File: src/core/ssfr_pkg.sv
// Package for the security state and check fault routing block.
package ssfr_pkg;

    // ------------------------------------------------------------
    // Register byte offsets on the APB slave.
    // ------------------------------------------------------------
    localparam logic [7:0] OFS_SECURE_CONFIG_REG = 8'h00;
    localparam logic [7:0] OFS_PROTECTION_CHECK_CTRL_REG = 8'h04;
    localparam logic [7:0] OFS_EVENT_STATUS = 8'h08;
    localparam logic [7:0] OFS_EVENT_MASK = 8'h0c;
    localparam logic [7:0] OFS_TOP_SYNDROME_REG = 8'h10;
    localparam logic [7:0] OFS_CORE_STATE = 8'h14;
    localparam logic [7:0] OFS_FEATURES = 8'h18;

    // ------------------------------------------------------------
    // Field positions.
    // ------------------------------------------------------------
    localparam int POS_BASE_NONSECURE_BIT = 0;
    localparam int POS_EXT_NONSECURE_BIT = 1;
    localparam int POS_PROTECTION_FAULT_ROUTE_BIT = 2;
    localparam int POS_EXT_ABORT_SYNC_ROUTE_BIT = 3;
    localparam int POS_RANDOM_TRAP_BIT = 4;
    localparam int POS_TABLE_CHECK_ELISION_BIT = 0;
    localparam int POS_EVT_CHECK = 0;
    localparam int POS_EVT_ILLEGAL_RETURN = 1;
    localparam int POS_EVT_RANDOM_TRAP = 2;
    localparam int POS_EVT_ABORT = 3;
    localparam int EVT_BITS = 4;

    // ------------------------------------------------------------
    // Reset values and fixed codes.
    // ------------------------------------------------------------
    localparam logic [4:0] RST_SECURE_CONFIG_REG = 5'h00;
    localparam logic [0:0] RST_PROTECTION_CHECK_CTRL_REG = 1'h0;
    localparam logic [3:0] RST_EVENT_MASK = 4'h0;
    localparam logic [5:0] CHECK_EXCEPTION_CLASS = 6'h1e;

    // ------------------------------------------------------------
    // Types.
    // ------------------------------------------------------------
    typedef enum logic [1:0] {
        LVL_ZERO, LVL_ONE, LVL_TWO, LVL_TOP
    } ssfr_level_t;

    typedef enum logic [1:0] {
        SEC_SECURE, SEC_NONSECURE, SEC_ROOT, SEC_REALM
    } ssfr_sec_t;

    typedef enum logic [2:0] {
        CHK_NONE, CHK_PROT, CHK_WALK, CHK_ADDR_SIZE, CHK_FETCH_ABORT
    } ssfr_chk_t;

    typedef enum logic [1:0] {
        RSN_NONE, RSN_CHECK, RSN_ABORT_PROT, RSN_ABORT_EXT
    } ssfr_reason_t;

    typedef struct packed {
        logic valid;
        ssfr_level_t target;
    } ssfr_eret_t;

    typedef struct packed {
        logic valid;
        ssfr_chk_t kind;
        ssfr_level_t level;
        logic s2_table_fetch;
        logic access_ext_abort;
        logic is_instr;
        logic [15:0] tag;
    } ssfr_fault_t;

    typedef struct packed {
        logic valid;
        ssfr_reason_t reason;
        logic is_instr;
        ssfr_level_t target;
        logic [5:0] exc_class;
        logic serror_vec;
        logic [15:0] tag;
    } ssfr_take_t;

endpackage : ssfr_pkg

File: src/core/ssfr_core.sv
// Security state decode, exception return check and check fault routing.
`timescale 1ns/10ps
// How it works
// - Top privilege level always reports root state.
// - Lower levels decode two bits into state.
// - Return from top on reserved code illegal.
// - All four privilege levels plus secure hypervisor.
// - No 32-bit above level zero; zero optional.
// - Walk, size, fetch faults raise check exception.
// - Fetch abort checks follow synchronous abort route.
// - Top-level protection fault reports as abort.
// - Route bit one sends protection faults below top level to check.
// - Route bit zero sends protection faults to abort.
// - Check fault beats same-access external abort.
// - Elision may drop second-stage table checks.
// - Check exceptions synchronous, precise, on faulting instruction.
// - Syndrome captures faulting agent level and state.
// - Advertise hardware access flag and dirty update.
// - Random register reads trappable to top level.
// - Advertise sixteen-bit machine identifiers when built.
// - Check exceptions go to top level.
// - Check exceptions carry class code 0x1e.
module ssfr_core
    import ssfr_pkg::*;
#(
    parameter logic LEVEL_ZERO_32BIT = 1'b0,
    parameter logic HAS_VMID16 = 1'b1,
    parameter logic HAS_RANDOM_HW = 1'b0
) (
    // Clock and reset.
    input wire logic clk,
    input wire logic reset,
    // APB slave.
    input wire logic psel,
    input wire logic penable,
    input wire logic pwrite,
    input wire logic [7:0] paddr,
    input wire logic [31:0] pwdata,
    output logic [31:0] prdata,
    output logic pready,
    output logic pslverr,
    // Core side requests.
    input wire ssfr_level_t cur_level,
    input wire ssfr_eret_t eret_req,
    input wire ssfr_fault_t fault_req,
    input wire logic random_read,
    // Core side answers.
    output ssfr_sec_t sec_state,
    output ssfr_take_t take,
    output logic eret_illegal,
    output logic eret_done,
    output logic random_trap,
    output logic irq
);

    // ------------------------------------------------------------
    // Security state decode.
    // ------------------------------------------------------------

    // Shared between the live state and the syndrome capture.
    function automatic ssfr_sec_t sec_decode(input ssfr_level_t lvl, input logic ext,
                                             input logic base);
        ssfr_sec_t s;
        if (lvl == LVL_TOP) begin
            s = SEC_ROOT;
        end else if (!ext) begin
            s = base ? SEC_NONSECURE : SEC_SECURE;
        end else begin
            // The reserved code also reads as root so it is never mistaken for realm.
            s = base ? SEC_REALM : SEC_ROOT;
        end
        return s;
    endfunction : sec_decode

    logic [4:0] secure_config_reg;
    logic [0:0] protection_check_ctrl_reg;
    logic [EVT_BITS-1:0] event_status;
    logic [EVT_BITS-1:0] event_mask;
    logic [31:0] top_syndrome_reg;

    wire logic base_nonsecure_bit = secure_config_reg[POS_BASE_NONSECURE_BIT];
    wire logic ext_nonsecure_bit = secure_config_reg[POS_EXT_NONSECURE_BIT];
    wire logic protection_fault_route_bit = secure_config_reg[POS_PROTECTION_FAULT_ROUTE_BIT];
    wire logic ext_abort_sync_route_bit = secure_config_reg[POS_EXT_ABORT_SYNC_ROUTE_BIT];
    wire logic random_trap_bit = secure_config_reg[POS_RANDOM_TRAP_BIT];
    wire logic table_check_elision_bit =
        protection_check_ctrl_reg[POS_TABLE_CHECK_ELISION_BIT];
    wire logic reserved_code = ext_nonsecure_bit & ~base_nonsecure_bit;

    wire ssfr_sec_t next_sec_state = sec_decode(cur_level, ext_nonsecure_bit,
                                                base_nonsecure_bit);

    // ------------------------------------------------------------
    // Exception return check.
    // ------------------------------------------------------------

    // Only a return leaving the top level can consume the reserved code.
    wire logic eret_from_top = eret_req.valid & (cur_level == LVL_TOP) &
                               (eret_req.target != LVL_TOP);
    wire logic next_eret_illegal = eret_from_top & reserved_code;
    wire logic next_eret_done = eret_req.valid & ~next_eret_illegal;

    // ------------------------------------------------------------
    // Random register trap.
    // ------------------------------------------------------------

    // Reads from the top level itself are never trapped.
    wire logic next_random_trap = random_read & random_trap_bit &
                                  (cur_level != LVL_TOP);

    // ------------------------------------------------------------
    // Check fault routing and priority.
    // ------------------------------------------------------------

    // Elision only ever drops the check on a second-stage table descriptor fetch.
    wire logic chk_elided = table_check_elision_bit & fault_req.s2_table_fetch;
    wire logic chk_present = fault_req.valid & (fault_req.kind != CHK_NONE) & ~chk_elided;
    wire logic chk_is_prot = fault_req.kind == CHK_PROT;
    // Walk, size and fetch abort faults use the check class unless the check is elided.
    wire logic prot_to_check = (fault_req.level != LVL_TOP) &
                               protection_fault_route_bit;
    wire logic route_check = chk_present & (~chk_is_prot | prot_to_check);
    wire logic route_prot_abort = chk_present & chk_is_prot & ~prot_to_check;
    // The check fault outranks the plain external abort of the same access.
    wire logic route_ext_abort = fault_req.valid & ~chk_present &
                                 fault_req.access_ext_abort;
    wire logic fetch_abort = route_check & (fault_req.kind == CHK_FETCH_ABORT);

    // Abort target: top stays at top, level two or stage-two walks at two.
    wire ssfr_level_t abort_target =
        (fault_req.level == LVL_TOP) ? LVL_TOP :
        ((fault_req.level == LVL_TWO) | fault_req.s2_table_fetch) ? LVL_TWO : LVL_ONE;

    ssfr_take_t next_take;
    always_comb begin
        next_take = '0;
        next_take.valid = route_check | route_prot_abort | route_ext_abort;
        next_take.is_instr = fault_req.is_instr;
        next_take.tag = fault_req.tag;
        if (route_check) begin
            next_take.reason = RSN_CHECK;
            next_take.target = LVL_TOP;
            next_take.exc_class = CHECK_EXCEPTION_CLASS;
            next_take.serror_vec = fetch_abort & ext_abort_sync_route_bit;
        end else if (route_prot_abort) begin
            next_take.reason = RSN_ABORT_PROT;
            next_take.target = abort_target;
        end else if (route_ext_abort) begin
            next_take.reason = RSN_ABORT_EXT;
            next_take.target = abort_target;
        end
    end

    // ------------------------------------------------------------
    // APB decode.
    // ------------------------------------------------------------

    wire logic apb_access = psel & penable & ~pready;
    wire logic apb_wr = apb_access & pwrite;
    wire logic hit_scr = paddr == OFS_SECURE_CONFIG_REG;
    wire logic hit_pcc = paddr == OFS_PROTECTION_CHECK_CTRL_REG;
    wire logic hit_sts = paddr == OFS_EVENT_STATUS;
    wire logic hit_msk = paddr == OFS_EVENT_MASK;
    wire logic hit_syn = paddr == OFS_TOP_SYNDROME_REG;
    wire logic hit_st = paddr == OFS_CORE_STATE;
    wire logic hit_ft = paddr == OFS_FEATURES;
    wire logic hit_any = hit_scr | hit_pcc | hit_sts | hit_msk | hit_syn | hit_st | hit_ft;
    // Read-only registers ignore writes but do not flag an error.
    wire logic next_pslverr = ~hit_any;

    // Capability word: levels, 32-bit support, update, identifiers, random.
    wire logic [31:0] features = {24'h00_0000, HAS_RANDOM_HW, 1'b1, HAS_VMID16,
                                  1'b1,
                                  LEVEL_ZERO_32BIT, 1'b0,
                                  1'b1, 1'b1};

    wire logic [31:0] next_prdata =
        hit_scr ? {27'h000_0000, secure_config_reg} :
        hit_pcc ? {31'h0000_0000, protection_check_ctrl_reg} :
        hit_sts ? {28'h000_0000, event_status} :
        hit_msk ? {28'h000_0000, event_mask} :
        hit_syn ? top_syndrome_reg :
        hit_st ? {28'h000_0000, cur_level, sec_state} :
        hit_ft ? features : 32'h0000_0000;

    // ------------------------------------------------------------
    // Events and interrupt.
    // ------------------------------------------------------------

    wire logic [EVT_BITS-1:0] evt_set = {route_prot_abort | route_ext_abort, next_random_trap,
                                         next_eret_illegal, route_check};
    wire logic [EVT_BITS-1:0] evt_clr = (apb_wr & hit_sts) ? pwdata[EVT_BITS-1:0] : '0;
    // A new event wins over a write-one-to-clear in the same cycle.
    wire logic [EVT_BITS-1:0] next_event_status = (event_status & ~evt_clr) | evt_set;
    wire logic next_irq = |(next_event_status & event_mask);

    // Syndrome: class, issuing level, agent state, fault kind, tag.
    wire ssfr_sec_t agent_state = sec_decode(fault_req.level, ext_nonsecure_bit,
                                             base_nonsecure_bit);
    wire logic [31:0] next_syndrome = {fault_req.tag, 3'h0, fault_req.kind, agent_state,
                                       fault_req.level, CHECK_EXCEPTION_CLASS};

    // ------------------------------------------------------------
    // Control registers.
    // ------------------------------------------------------------

    // Software writes steer routing; the slave answers one cycle into access.
    always_ff @(posedge clk) begin
        if (reset) begin
            secure_config_reg <= RST_SECURE_CONFIG_REG;
            protection_check_ctrl_reg <= RST_PROTECTION_CHECK_CTRL_REG;
            event_mask <= RST_EVENT_MASK;
            pready <= 1'b0;
            pslverr <= 1'b0;
            prdata <= 32'h0000_0000;
        end else begin
            if (apb_wr & hit_scr) begin
                secure_config_reg <= pwdata[4:0];
            end
            if (apb_wr & hit_pcc) begin
                protection_check_ctrl_reg <= pwdata[0:0];
            end
            if (apb_wr & hit_msk) begin
                event_mask <= pwdata[EVT_BITS-1:0];
            end
            pready <= apb_access;
            pslverr <= apb_access & next_pslverr;
            prdata <= (apb_access & ~pwrite) ? next_prdata : 32'h0000_0000;
        end
    end

    // ------------------------------------------------------------
    // Status, syndrome and core side outputs.
    // ------------------------------------------------------------

    // All answers land one edge after the request, so the take is precise.
    always_ff @(posedge clk) begin
        if (reset) begin
            event_status <= '0;
            top_syndrome_reg <= 32'h0000_0000;
            sec_state <= SEC_SECURE;
            take <= '0;
            eret_illegal <= 1'b0;
            eret_done <= 1'b0;
            random_trap <= 1'b0;
            irq <= 1'b0;
        end else begin
            event_status <= next_event_status;
            if (route_check) begin
                top_syndrome_reg <= next_syndrome;
            end
            sec_state <= next_sec_state;
            take <= next_take;
            eret_illegal <= next_eret_illegal;
            eret_done <= next_eret_done;
            random_trap <= next_random_trap;
            irq <= next_irq;
        end
    end

    // ------------------------------------------------------------
    // Checks.
    // ------------------------------------------------------------

    a_top_is_root: assert property (
        @(posedge clk) disable iff (reset)
        cur_level == LVL_TOP |=> sec_state == SEC_ROOT)
        else $error("top level did not report root state");

    a_realm_decode: assert property (
        @(posedge clk) disable iff (reset)
        (cur_level != LVL_TOP) && ext_nonsecure_bit && base_nonsecure_bit
        |=> sec_state == SEC_REALM)
        else $error("realm code not decoded as realm");

    a_nonsecure_decode: assert property (
        @(posedge clk) disable iff (reset)
        (cur_level != LVL_TOP) && !ext_nonsecure_bit
        |=> sec_state == ($past(base_nonsecure_bit) ? SEC_NONSECURE : SEC_SECURE))
        else $error("secure or nonsecure decode wrong");

    a_illegal_return: assert property (
        @(posedge clk) disable iff (reset)
        eret_req.valid && cur_level == LVL_TOP && eret_req.target != LVL_TOP
        && reserved_code |=> eret_illegal && !eret_done)
        else $error("reserved code return not flagged illegal");

    a_walk_to_check: assert property (
        @(posedge clk) disable iff (reset)
        fault_req.valid && (fault_req.kind == CHK_WALK || fault_req.kind == CHK_ADDR_SIZE)
        && !chk_elided |=> take.valid && take.reason == RSN_CHECK)
        else $error("walk or size fault not a check exception");

    a_fetch_abort_route: assert property (
        @(posedge clk) disable iff (reset)
        fault_req.valid && fault_req.kind == CHK_FETCH_ABORT && !chk_elided
        |=> take.serror_vec == $past(ext_abort_sync_route_bit))
        else $error("fetch abort ignored synchronous abort routing");

    a_top_prot_abort: assert property (
        @(posedge clk) disable iff (reset)
        fault_req.valid && chk_is_prot && fault_req.level == LVL_TOP && !chk_elided
        |=> take.reason == RSN_ABORT_PROT && take.target == LVL_TOP)
        else $error("top level protection fault not an abort");

    a_prot_route_bit: assert property (
        @(posedge clk) disable iff (reset)
        fault_req.valid && chk_is_prot && fault_req.level != LVL_TOP && !chk_elided
        |=> take.reason == ($past(protection_fault_route_bit) ? RSN_CHECK : RSN_ABORT_PROT))
        else $error("protection fault routing bit not obeyed");

    a_check_priority: assert property (
        @(posedge clk) disable iff (reset)
        fault_req.valid && fault_req.kind != CHK_NONE && fault_req.access_ext_abort
        && !table_check_elision_bit |=> take.reason != RSN_ABORT_EXT)
        else $error("external abort beat a check fault");

    a_elided_check: assert property (
        @(posedge clk) disable iff (reset)
        fault_req.valid && table_check_elision_bit && fault_req.s2_table_fetch
        |=> take.reason != RSN_CHECK)
        else $error("elided table check still raised");

    a_check_class: assert property (
        @(posedge clk) disable iff (reset)
        take.valid && take.reason == RSN_CHECK
        |-> take.target == LVL_TOP && take.exc_class == CHECK_EXCEPTION_CLASS
            && $past(fault_req.tag) == take.tag)
        else $error("check exception class, target or tag wrong");

    a_random_trap: assert property (
        @(posedge clk) disable iff (reset)
        random_read && random_trap_bit && cur_level != LVL_TOP
        |=> random_trap && event_status[POS_EVT_RANDOM_TRAP])
        else $error("random register read not trapped");

endmodule : ssfr_core

File: config.mk
export PLATFORM = sky130hd
export DESIGN_NAME = ssfr_core
export DESIGN_NICKNAME = d
export VERILOG_FILES = /design/src/core/ssfr_pkg.sv /design/src/core/ssfr_core.sv
export SDC_FILE = /design/constraint.sdc
export NUM_CORES = 1
export LEC_CHECK = 0
export BUFFER_PORTS_ARGS = -buffer_cell sky130_fd_sc_hd__buf_4
export CAP_MARGIN = 10
export CORE_MARGIN = 2
export CORE_UTILIZATION = 53
export CTS_BUF_LIST = sky130_fd_sc_hd__clkbuf_8
export DETAILED_ROUTE_END_ITERATION = 6
export PLACE_DENSITY = 0.87
export SLEW_MARGIN = 20
export SYNTH_ARGS = -nofsm -noshare
export SYNTH_HDL_FRONTEND = slang
export SYNTH_SLANG_ARGS = --single-unit
export TNS_END_PERCENT = 10
File: constraint.sdc
create_clock -name clk -period 2.65 [get_ports clk]
set_input_delay 0.53 -clock clk [delete_from_list [all_inputs] [get_ports clk]]
set_output_delay 0.53 -clock clk [all_outputs]
set_load 0.01 [all_outputs]
Word-level counts from Yosys, hierarchy flattened:

Cells that the tools add are included.

* bits of input ports: 76
* output and inout bits: 69
* bits in registers: 110
* word-level logic and storage cells: 120

* reductions and logical operators: 8
* bitwise operators: 53
* mux-type cells: 22
* eq/ne operators: 14

Operators with widths (number)
* 32-bit two-way mux: 1
* 1-bit bitwise AND: 27
* 8-bit by 5-bit == test with 1-bit output (second input constant): 3
* 2-bit two-way mux: 10
* 5-bit two-way mux: 4
* 8-bit by 4-bit == test with 1-bit output (second input constant): 2
* 7-bit two-way mux: 2
* 1-bit inverter: 11
* 1-bit bitwise OR: 11
* 4-bit bitwise AND: 2
* 8-bit by 3-bit == test with 1-bit output (second input constant): 1
* 8-bit logical NOT: 1
* 2-bit OR reduction: 4
* 2-bit == test (second input constant): 3
* 6-bit two-way mux: 1
* 2-bit inequality test (second input constant): 3
* 6-bit OR reduction: 1
* 4-bit two-way mux: 1
* 4-bit inverter: 1
* 4-bit bitwise OR: 1
* 4-bit OR reduction: 1
* 3-bit by 1-bit == test with 1-bit output (second input constant): 1
* 3-bit == test (second input constant): 1
* 1-bit two-way mux: 3
* 3-bit nonzero test: 1

Longest topological paths before layout:

Gate-level depths: netlist (run 1).

* depth in word-level cells: 10
* gate-level depth with buffers: 6
* depth with buffers taken out: 5

Worst setup path after synthesis (run 1):

No wires, ideal clock.

* path kind: input to register
* start: input port paddr[5]
* end: register prdata[10]
* cell stages on the path: 6
* arrival: 1779 ps
* data required time: 2591 ps
* setup slack: 813 ps
* setup time: 59 ps
* buffers on the path: 1
* cell sequence: or3_1 -> nor3_4 -> nand4b_1 -> nor2_1 -> buf_2 -> and2_1

* word-level cells in the longest chain between the ends: 2
* elaborated cells between the ends (all ways): 7
* those cells by class: 4 x eq/ne; 1 x mux; 2 x reduce/logical

Ends and longest elaborated chain
* start: declaration: RTL line ssfr_core.sv:37 `input wire logic [7:0] paddr,`
* 8-bit by 3-bit == test with 1-bit output (tied with other cells): RTL line ssfr_core.sv:161 `wire logic hit_pcc = paddr == OFS_PROTECTION_CHECK_CTRL_REG;`
* 6-bit OR reduction (no line) / 32-bit two-way mux (equally long branches)
* end signal: assignment: RTL line ssfr_core.sv:228 `prdata <= (apb_access & ~pwrite) ? next_prdata : 32'h0000_0000;`
* end: declaration: RTL line ssfr_core.sv:39 `output logic [31:0] prdata,`

Parallel ways exist; a longest one is shown, timed or not.
A chain may end at the register's enable or synchronous reset.

Worst setup path after layout (run 1):

* start: input port paddr[4]
* end: register irq

* word-level cells in the longest chain between the ends: 8

Ends and longest elaborated chain
* 8-bit by 4-bit == test with 1-bit output: RTL line ssfr_core.sv:162 `wire logic hit_sts = paddr == OFS_EVENT_STATUS;`
* 1-bit bitwise AND: RTL line ssfr_core.sv:192 `wire logic [EVT_BITS-1:0] evt_clr = (apb_wr & hit_sts) ? pwdata[EVT_BITS-1:0] : '0;`
* 4-bit two-way mux: RTL line ssfr_core.sv:192
* 4-bit inverter: RTL line ssfr_core.sv:194 `wire logic [EVT_BITS-1:0] next_event_status = (event_status & ~evt_clr) | evt_set;`
* 4-bit bitwise AND: RTL line ssfr_core.sv:194
* 4-bit bitwise OR: RTL line ssfr_core.sv:194
* 4-bit bitwise AND: RTL line ssfr_core.sv:195 `wire logic next_irq = |(next_event_status & event_mask);`
* 4-bit OR reduction: RTL line ssfr_core.sv:195
* end signal: assignment: RTL line ssfr_core.sv:257 `irq <= next_irq;`
* end: declaration: RTL line ssfr_core.sv:53 `output logic irq`

No other way between the ends.

==> results of run 1 <==
-- metrics by stage --
step	total power (µW)	hold WS, ps	util	area, µm²	setup WS, ps
after global placement	1840	436	0.688	4370	527
after detailed placement	1840	442	0.688	4370	487
after CTS	2760	326	0.718	4560	874
after floorplan	1710	427	-	3500	813
after global routing	2850	325	0.718	4560	673
final	2740	334	0.718	4560	881
-- layer usage --
| layer | vias to the layer above | global-route usage | wire (µm) |
|---|---|---|---|
| met5 | - | 0 | 0 |
| met4 | 0 | 0.0952 | 173 |
| met3 | 16 | 0.0486 | 481 |
| met2 | 93 | 0.342 | 3710 |
| met1 | 1256 | 0.268 | 3140 |
| li1 | 1415 | - | - |
-- synthesized netlist by cell type (5+ instances only) --
library cell   n  share of area
a21oi_1       30          0.043
and2_1        22          0.039
buf_4          8          0.017
clkbuf_1      15          0.016
dfxtp_1       99           0.57
mux2i_1       12          0.034
nand2_1       51          0.055
nand3_1        7          0.010
nor2_1        29          0.031
nor2b_1       24          0.043
o21ai_0        5         0.0072
-- worst min path at each step --
stage | startpoint | cells past startpoint | endpoint
2_1_floorplan | top_syndrome_reg[8] | 2 | top_syndrome_reg[8]
5_1_grt | fault_req[21] | 2 | take[16]
3_3_place_gp | top_syndrome_reg[8] | 2 | top_syndrome_reg[8]
6_report | fault_req[21] | 2 | take[16]
4_1_cts | fault_req[21] | 2 | take[16]
3_5_place_dp | top_syndrome_reg[22] | 1 | prdata[22]
-- power breakdown --
part	total (µW)	switching, µW	internal, µW
Clock	931	565	365
Sequential	1550	17.4	1530
Combinational	259	132	126
-- layout make-up --
type / count / area [µm²]
fill: 506 / 1790
inverter: 4 / 15.0
timing repair buffer: 119 / 893
clock buffer: 9 / 124
clock inverter: 7 / 66.3
tap: 77 / 96.3
multi-input combinational: 235 / 1380
sequential: 99 / 1980
-- logic make-up after synthesis --
| family | synth area share |
|---|---|
| compound gates | 0.110 |
| other cells | 0.00108 |
| simple gates | 0.245 |
| mux | 0.0345 |
| flops | 0.569 |
| buf+inv | 0.0416 |
==> summary.txt, run 1 <==
STA
  – Slew Viols, Final: 0
  – Slew @ Worst Pin: 551 ps
  – Setup violators final: 0
  – Setup Skew: 8.08 ps
  – Final hold violation count: 0
  – Unrepaired setup endpoints after global routing: no
  – Final Cycle Share: 0.668
  – Relative slew margins: 0.632
  – Final TNS setup: 0 ps
  – Tmin final: about 1800 ps
  – Fmax: 0.565 GHz

Layout
  – Diode count: 0
  – Max FFs per register: 29
  – Commonest non-fill, non-tap cell in the layout: buf_4
  – Share of cells above drive strength 1: 0.302
  – Final std cells w/o fill: 550
  – Area grow syn2layout: 30.8%
  – Most frequent cells in the layout: 119 x buf_4, 99 x dfxtp_1, 51 x nand2_1
  – Nets@finish: 544

Power and ir drop
  – Leak: 0.00207 µW
  – Pwr Density: 601 nW/µm²
  – Peak VDD IR: 499 µV

Critical path
  – CP Launch Type: input port
  – Crit path max-delay family: simple AND/OR/NAND/NOR gates
  – Crit-path max FO: 12
  – Worst setup path start: paddr[4]
  – CP required: 2920 ps
  – CP max stage delay: 400 ps
  – Worst Path Arrival: 2040 ps
  – Critical-path cell with the highest stage delay: nor4b_4
  – CP endpoint: irq
  – Reg2Reg Depth: 5
  – Crit-path cells: buf_4, nor4b_4, and4b_1, a21bo_1, a31oi_1, a221o_1
  – Crit path buf inv count: 1
  – Setup CP Type: in2reg
  – Setup crit end kind: flip-flop
  – Critical path depth: 6
  – Reg2reg end: irq
  – Reg2reg start: pready
  – FF-to-FF setup slack: 910 ps

Global route
  – Global route total overflow: 0
  – Vias in the first global route: about 2500
  – Largest net degree at the start of global routing: 40
  – First-pass GRT wire length: 11900 µm
  – Total GRT Usage: 0.210
  – Initial antenna violation count: 0

Clock tree
  – Hold buffers post-CTS: 0
  – CTS buffer count: 9
  – Setup Buffers After CTS: 0
  – Clk slew on worst S/H paths: 100 ps
  – Post_cts resized: 0
  – CTS H-tree depth: 3
  – Clk_lat worst skew: 370 ps
  – Clk sinks: 99
  – CTS Root Cell: clkbuf_8
  – TritonCTS clock tree: built
  – Clk buf depth: 2

Route
  – DR iter-0 viols: 60
  – Via/cell ratio: 5.05
  – Vias: roughly 2800
  – Routed WL: about 7500 µm
  – Drt drc: 0
  – TritonRoute pass-1 iters: 5
  – Wire length per cell: 13.6 µm
  – Final ANT Viol Nets: 0

Floorplanning
  – Die Wd: 85.1 µm
  – Die H: 85.1 µm
  – Initial Utilization: 0.549
  – Std-Cell Rows: 29
  – Num ports: 145
  – Core area: 6350 µm²
  – DIE AREA: approximately 7200 µm²

Yosys
  – Synth async-reset ratio: 0
  – Sequential fraction of the synthesis area: 0.569
  – Ys flop type: dfxtp_1
  – Yosys warnings: 0
  – Seq cells post-synth: 99
  – Synth unique cells: 48
  – Syn avg cell area: 9.68 µm²
  – Cells after Synth: 360
  – Post-synth EDFFs: 0
  – Synth Cell Area: 3480 µm²

Placement
  – Port bufs: 112
  – Detailed Place HPWL: 5440 µm
  – Placed insts: 534
  – Routability congestion estimate: 0.834

Run
  – Max cap viols: 0

Outcome
  – Status: finished, final reports clean

Worst hold path
  – Worst Hold Class: in2reg
(Power assumes the default switching activity.)
==> run 2, diff against run 1 <==
--- a/config.mk
+++ b/config.mk
@@ -8,10 +8,10 @@
 export BUFFER_PORTS_ARGS = -buffer_cell sky130_fd_sc_hd__buf_4
 export CAP_MARGIN = 10
 export CORE_MARGIN = 2
-export CORE_UTILIZATION = 53
+export CORE_UTILIZATION = 49
 export CTS_BUF_LIST = sky130_fd_sc_hd__clkbuf_8
 export DETAILED_ROUTE_END_ITERATION = 6
-export PLACE_DENSITY = 0.87
+export PLACE_DENSITY = 0.81
 export SLEW_MARGIN = 20
 export SYNTH_ARGS = -nofsm -noshare
 export SYNTH_HDL_FRONTEND = slang
==> constraint.sdc (replaced) <==
create_clock -name clk -period 1.8 [get_ports clk]
set_input_delay 0.36 -clock clk [delete_from_list [all_inputs] [get_ports clk]]
set_output_delay 0.36 -clock clk [all_outputs]
set_load 0.01 [all_outputs]
==> run 2 against run 1 <==
Compared with the run above:
- via count is 2.8% higher
- core utilization is 3.0 points lower
- combinational power is 54% higher
- setup slack worse by 720 ps
- largest cell class unchanged
- largest power group unchanged
==> summary.txt, run 2 (synthesized netlist as in run 1, its figures left out) <==
Floorplanning
  – Std-Cell Rows: 30 (was 29)
  – Initial Utilization: 0.510 (was 0.549)
  – DIE AREA: 7800 µm² (was 7240 µm²)
  – Num ports: 145 (unchanged)
  – Core area: 6830 µm² (was 6350 µm²)
  – Die Wd: 88.3 µm (was 85.1 µm)
  – Die H: 88.3 µm (was 85.1 µm)

STA
  – Setup violators final: 0 (unchanged)
  – Setup ws final: 160 ps (was 881 ps)
  – Tmin final: roughly 1600 ps
  – Min Hold Slack: 191 ps (was 334 ps)
  – Final Cycle Share: 0.911
  – Final TNS setup: 0 ps (unchanged)
  – Fmax: between 0.6 and 0.7 GHz
  – Setup Skew: 8.91 ps (was 8.08 ps)
  – Final hold violation count: 0 (unchanged)
  – Unrepaired setup endpoints after global routing: no (unchanged)
  – Slew Viols, Final: 0 (unchanged)

Power and ir drop
  – Clk pwr share: 0.333 (was 0.340)
  – Peak VDD IR: 437 µV (was 499 µV)
  – Pwr Density: 857 nW/µm² (was 601 nW/µm²)
  – Seq pwr share: 0.568 (was 0.566)
  – Internal cell power: 3000 µW (was 2030 µW)
  – P_sw: 1030 µW (was 715 µW)
  – Switching share of power: 0.255 (was 0.261)
  – Combinational Power Share: 0.099 (was 0.094)
  – Leak: 0.00214 µW (was 0.00207 µW)

Global route
  – Largest net degree at the start of global routing: 35 (was 40)
  – Initial antenna violation count: 0 (unchanged)
  – Vias in the first global route: 2673 (was 2516)
  – Total GRT Usage: 0.204 (was 0.210)
  – First-pass GRT wire length: 12400 µm (was 11900 µm)
  – Global route total overflow: 0 (unchanged)

Layout
  – Commonest non-fill, non-tap cell in the layout: buf_4 (unchanged)
  – Share of cells above drive strength 1: 0.324 (was 0.302)
  – Diode count: 0 (unchanged)
  – Max FFs per register: 29 (unchanged)
  – Nets@finish: 559 (was 544)
  – Most frequent cells in the layout: 134 x buf_4, 99 x dfxtp_1, 51 x nand2_1 (was 119 x buf_4, 99 x dfxtp_1, 51 x nand2_1)
  – Area grow syn2layout: 34.8% (was 30.8%)

Clock tree
  – Setup Buffers After CTS: 0 (unchanged)
  – CTS H-tree depth: 3 (unchanged)
  – Post_cts resized: 0 (unchanged)
  – CTS buffer count: 9 (unchanged)
  – Clk_lat worst skew: 350 ps (was 370 ps)
  – TritonCTS clock tree: built (unchanged)
  – Clk slew on worst S/H paths: 100 ps (about the same)
  – Hold buffers post-CTS: 0 (unchanged)
  – Clk buf depth: 2 (unchanged)
  – Clk sinks: 99 (unchanged)
  – CTS Root Cell: clkbuf_8 (unchanged)

Route
  – Via/cell ratio: 4.89 (was 5.05)
  – Final ANT Viol Nets: 0 (unchanged)
  – Routed WL: 7770 µm (was 7500 µm)
  – Drt drc: 0 (unchanged)
  – Vias: 2858 (was 2780)
  – Wire length per cell: 13.3 µm (was 13.6 µm)
  – TritonRoute pass-1 iters: 4 (was 5)
  – DR iter-0 viols: 66 (was 60)

Run
  – Max cap viols: 0 (unchanged)

Critical path
  – Worst Path Arrival: 1880 ps (was 2040 ps)
  – CP Launch Type: flip-flop (was input port)
  – CP required: 2040 ps (was 2920 ps)
  – Crit-path max FO: 3 (was 12)
  – FF-to-FF setup slack: 160 ps (was 910 ps)
  – Setup crit end kind: flip-flop (unchanged)
  – Setup CP Type: reg2reg (was in2reg)

Placement
  – Routability congestion estimate: 0.830 (was 0.834)
  – Port bufs: 112 (unchanged)
  – Detailed Place HPWL: 5730 µm (was 5440 µm)
  – Place WS: -60.9 ps (was 487 ps)

Outcome
  – Status: finished, final reports clean (unchanged)

Worst hold path
  – Worst Hold Class: in2reg (unchanged)
-- run 2: changes by cell type in the layout (fill, tap and decap cells not counted), sizes merged --
cell      change
clkinv        +1
clkinvlp      -1
buf          +15
-- run 2: routing by layer --
layer,routed length [µm],GRT usage,up-vias,share of wire
li1,-,-,1444,-
met1,3250,0.251,1303,0.42
met2,3940,0.344,98,0.51
met3,434,0.0373,13,0.056
met4,150,0.0964,0,0.019
met5,0,0,-,0
-- run 2: metrics by stage --
step           area [µm²]  total power [µW]   util  instances
2_1_floorplan        3500              2520      -        364
3_3_place_gp         4500              2720  0.659        568
3_5_place_dp         4500              2730  0.659        568
4_1_cts              4700              4070  0.688        584
5_1_grt              4700              4220  0.688        584
6_report             4700              4030  0.688        584
-- run 2: cell type report --
cell class	instances	area [µm²]
fill	560	2130
sequential	99	1980
multi-input combinational	235	1380
timing repair buffer	134	1010
clock buffer	9	124
tap	96	120
clock inverter	7	70.1
inverter	4	15.0
-- run 2: final timing paths --
| check | start | cells after the start | to |
|---|---|---|---|
| worst max register to register | pready | 5 | irq |
| worst min-delay path | fault_req[21] | 2 | take[16] |
| worst max-delay path | pready | 5 | irq |
| worst min register to register | top_syndrome_reg[26] | 2 | top_syndrome_reg[26] |
-- run 2: critical path, cell delays in order, from the launching register on --
cell and delay [ps]:
dfxtp_1 340, and4b_1 280, and4b_1 300, a21boi_0 130, o21ba_1 190, a221o_1 290
-- run 2: power by group through the flow --
stage	Clock (µW)	Sequential [µW]	Combinational, µW
after CTS	1380	2290	400
after floorplan	0	2350	175
after global routing	1480	2300	439
after global placement	0	2330	388
after detailed placement	0	2340	398
final	1340	2290	398
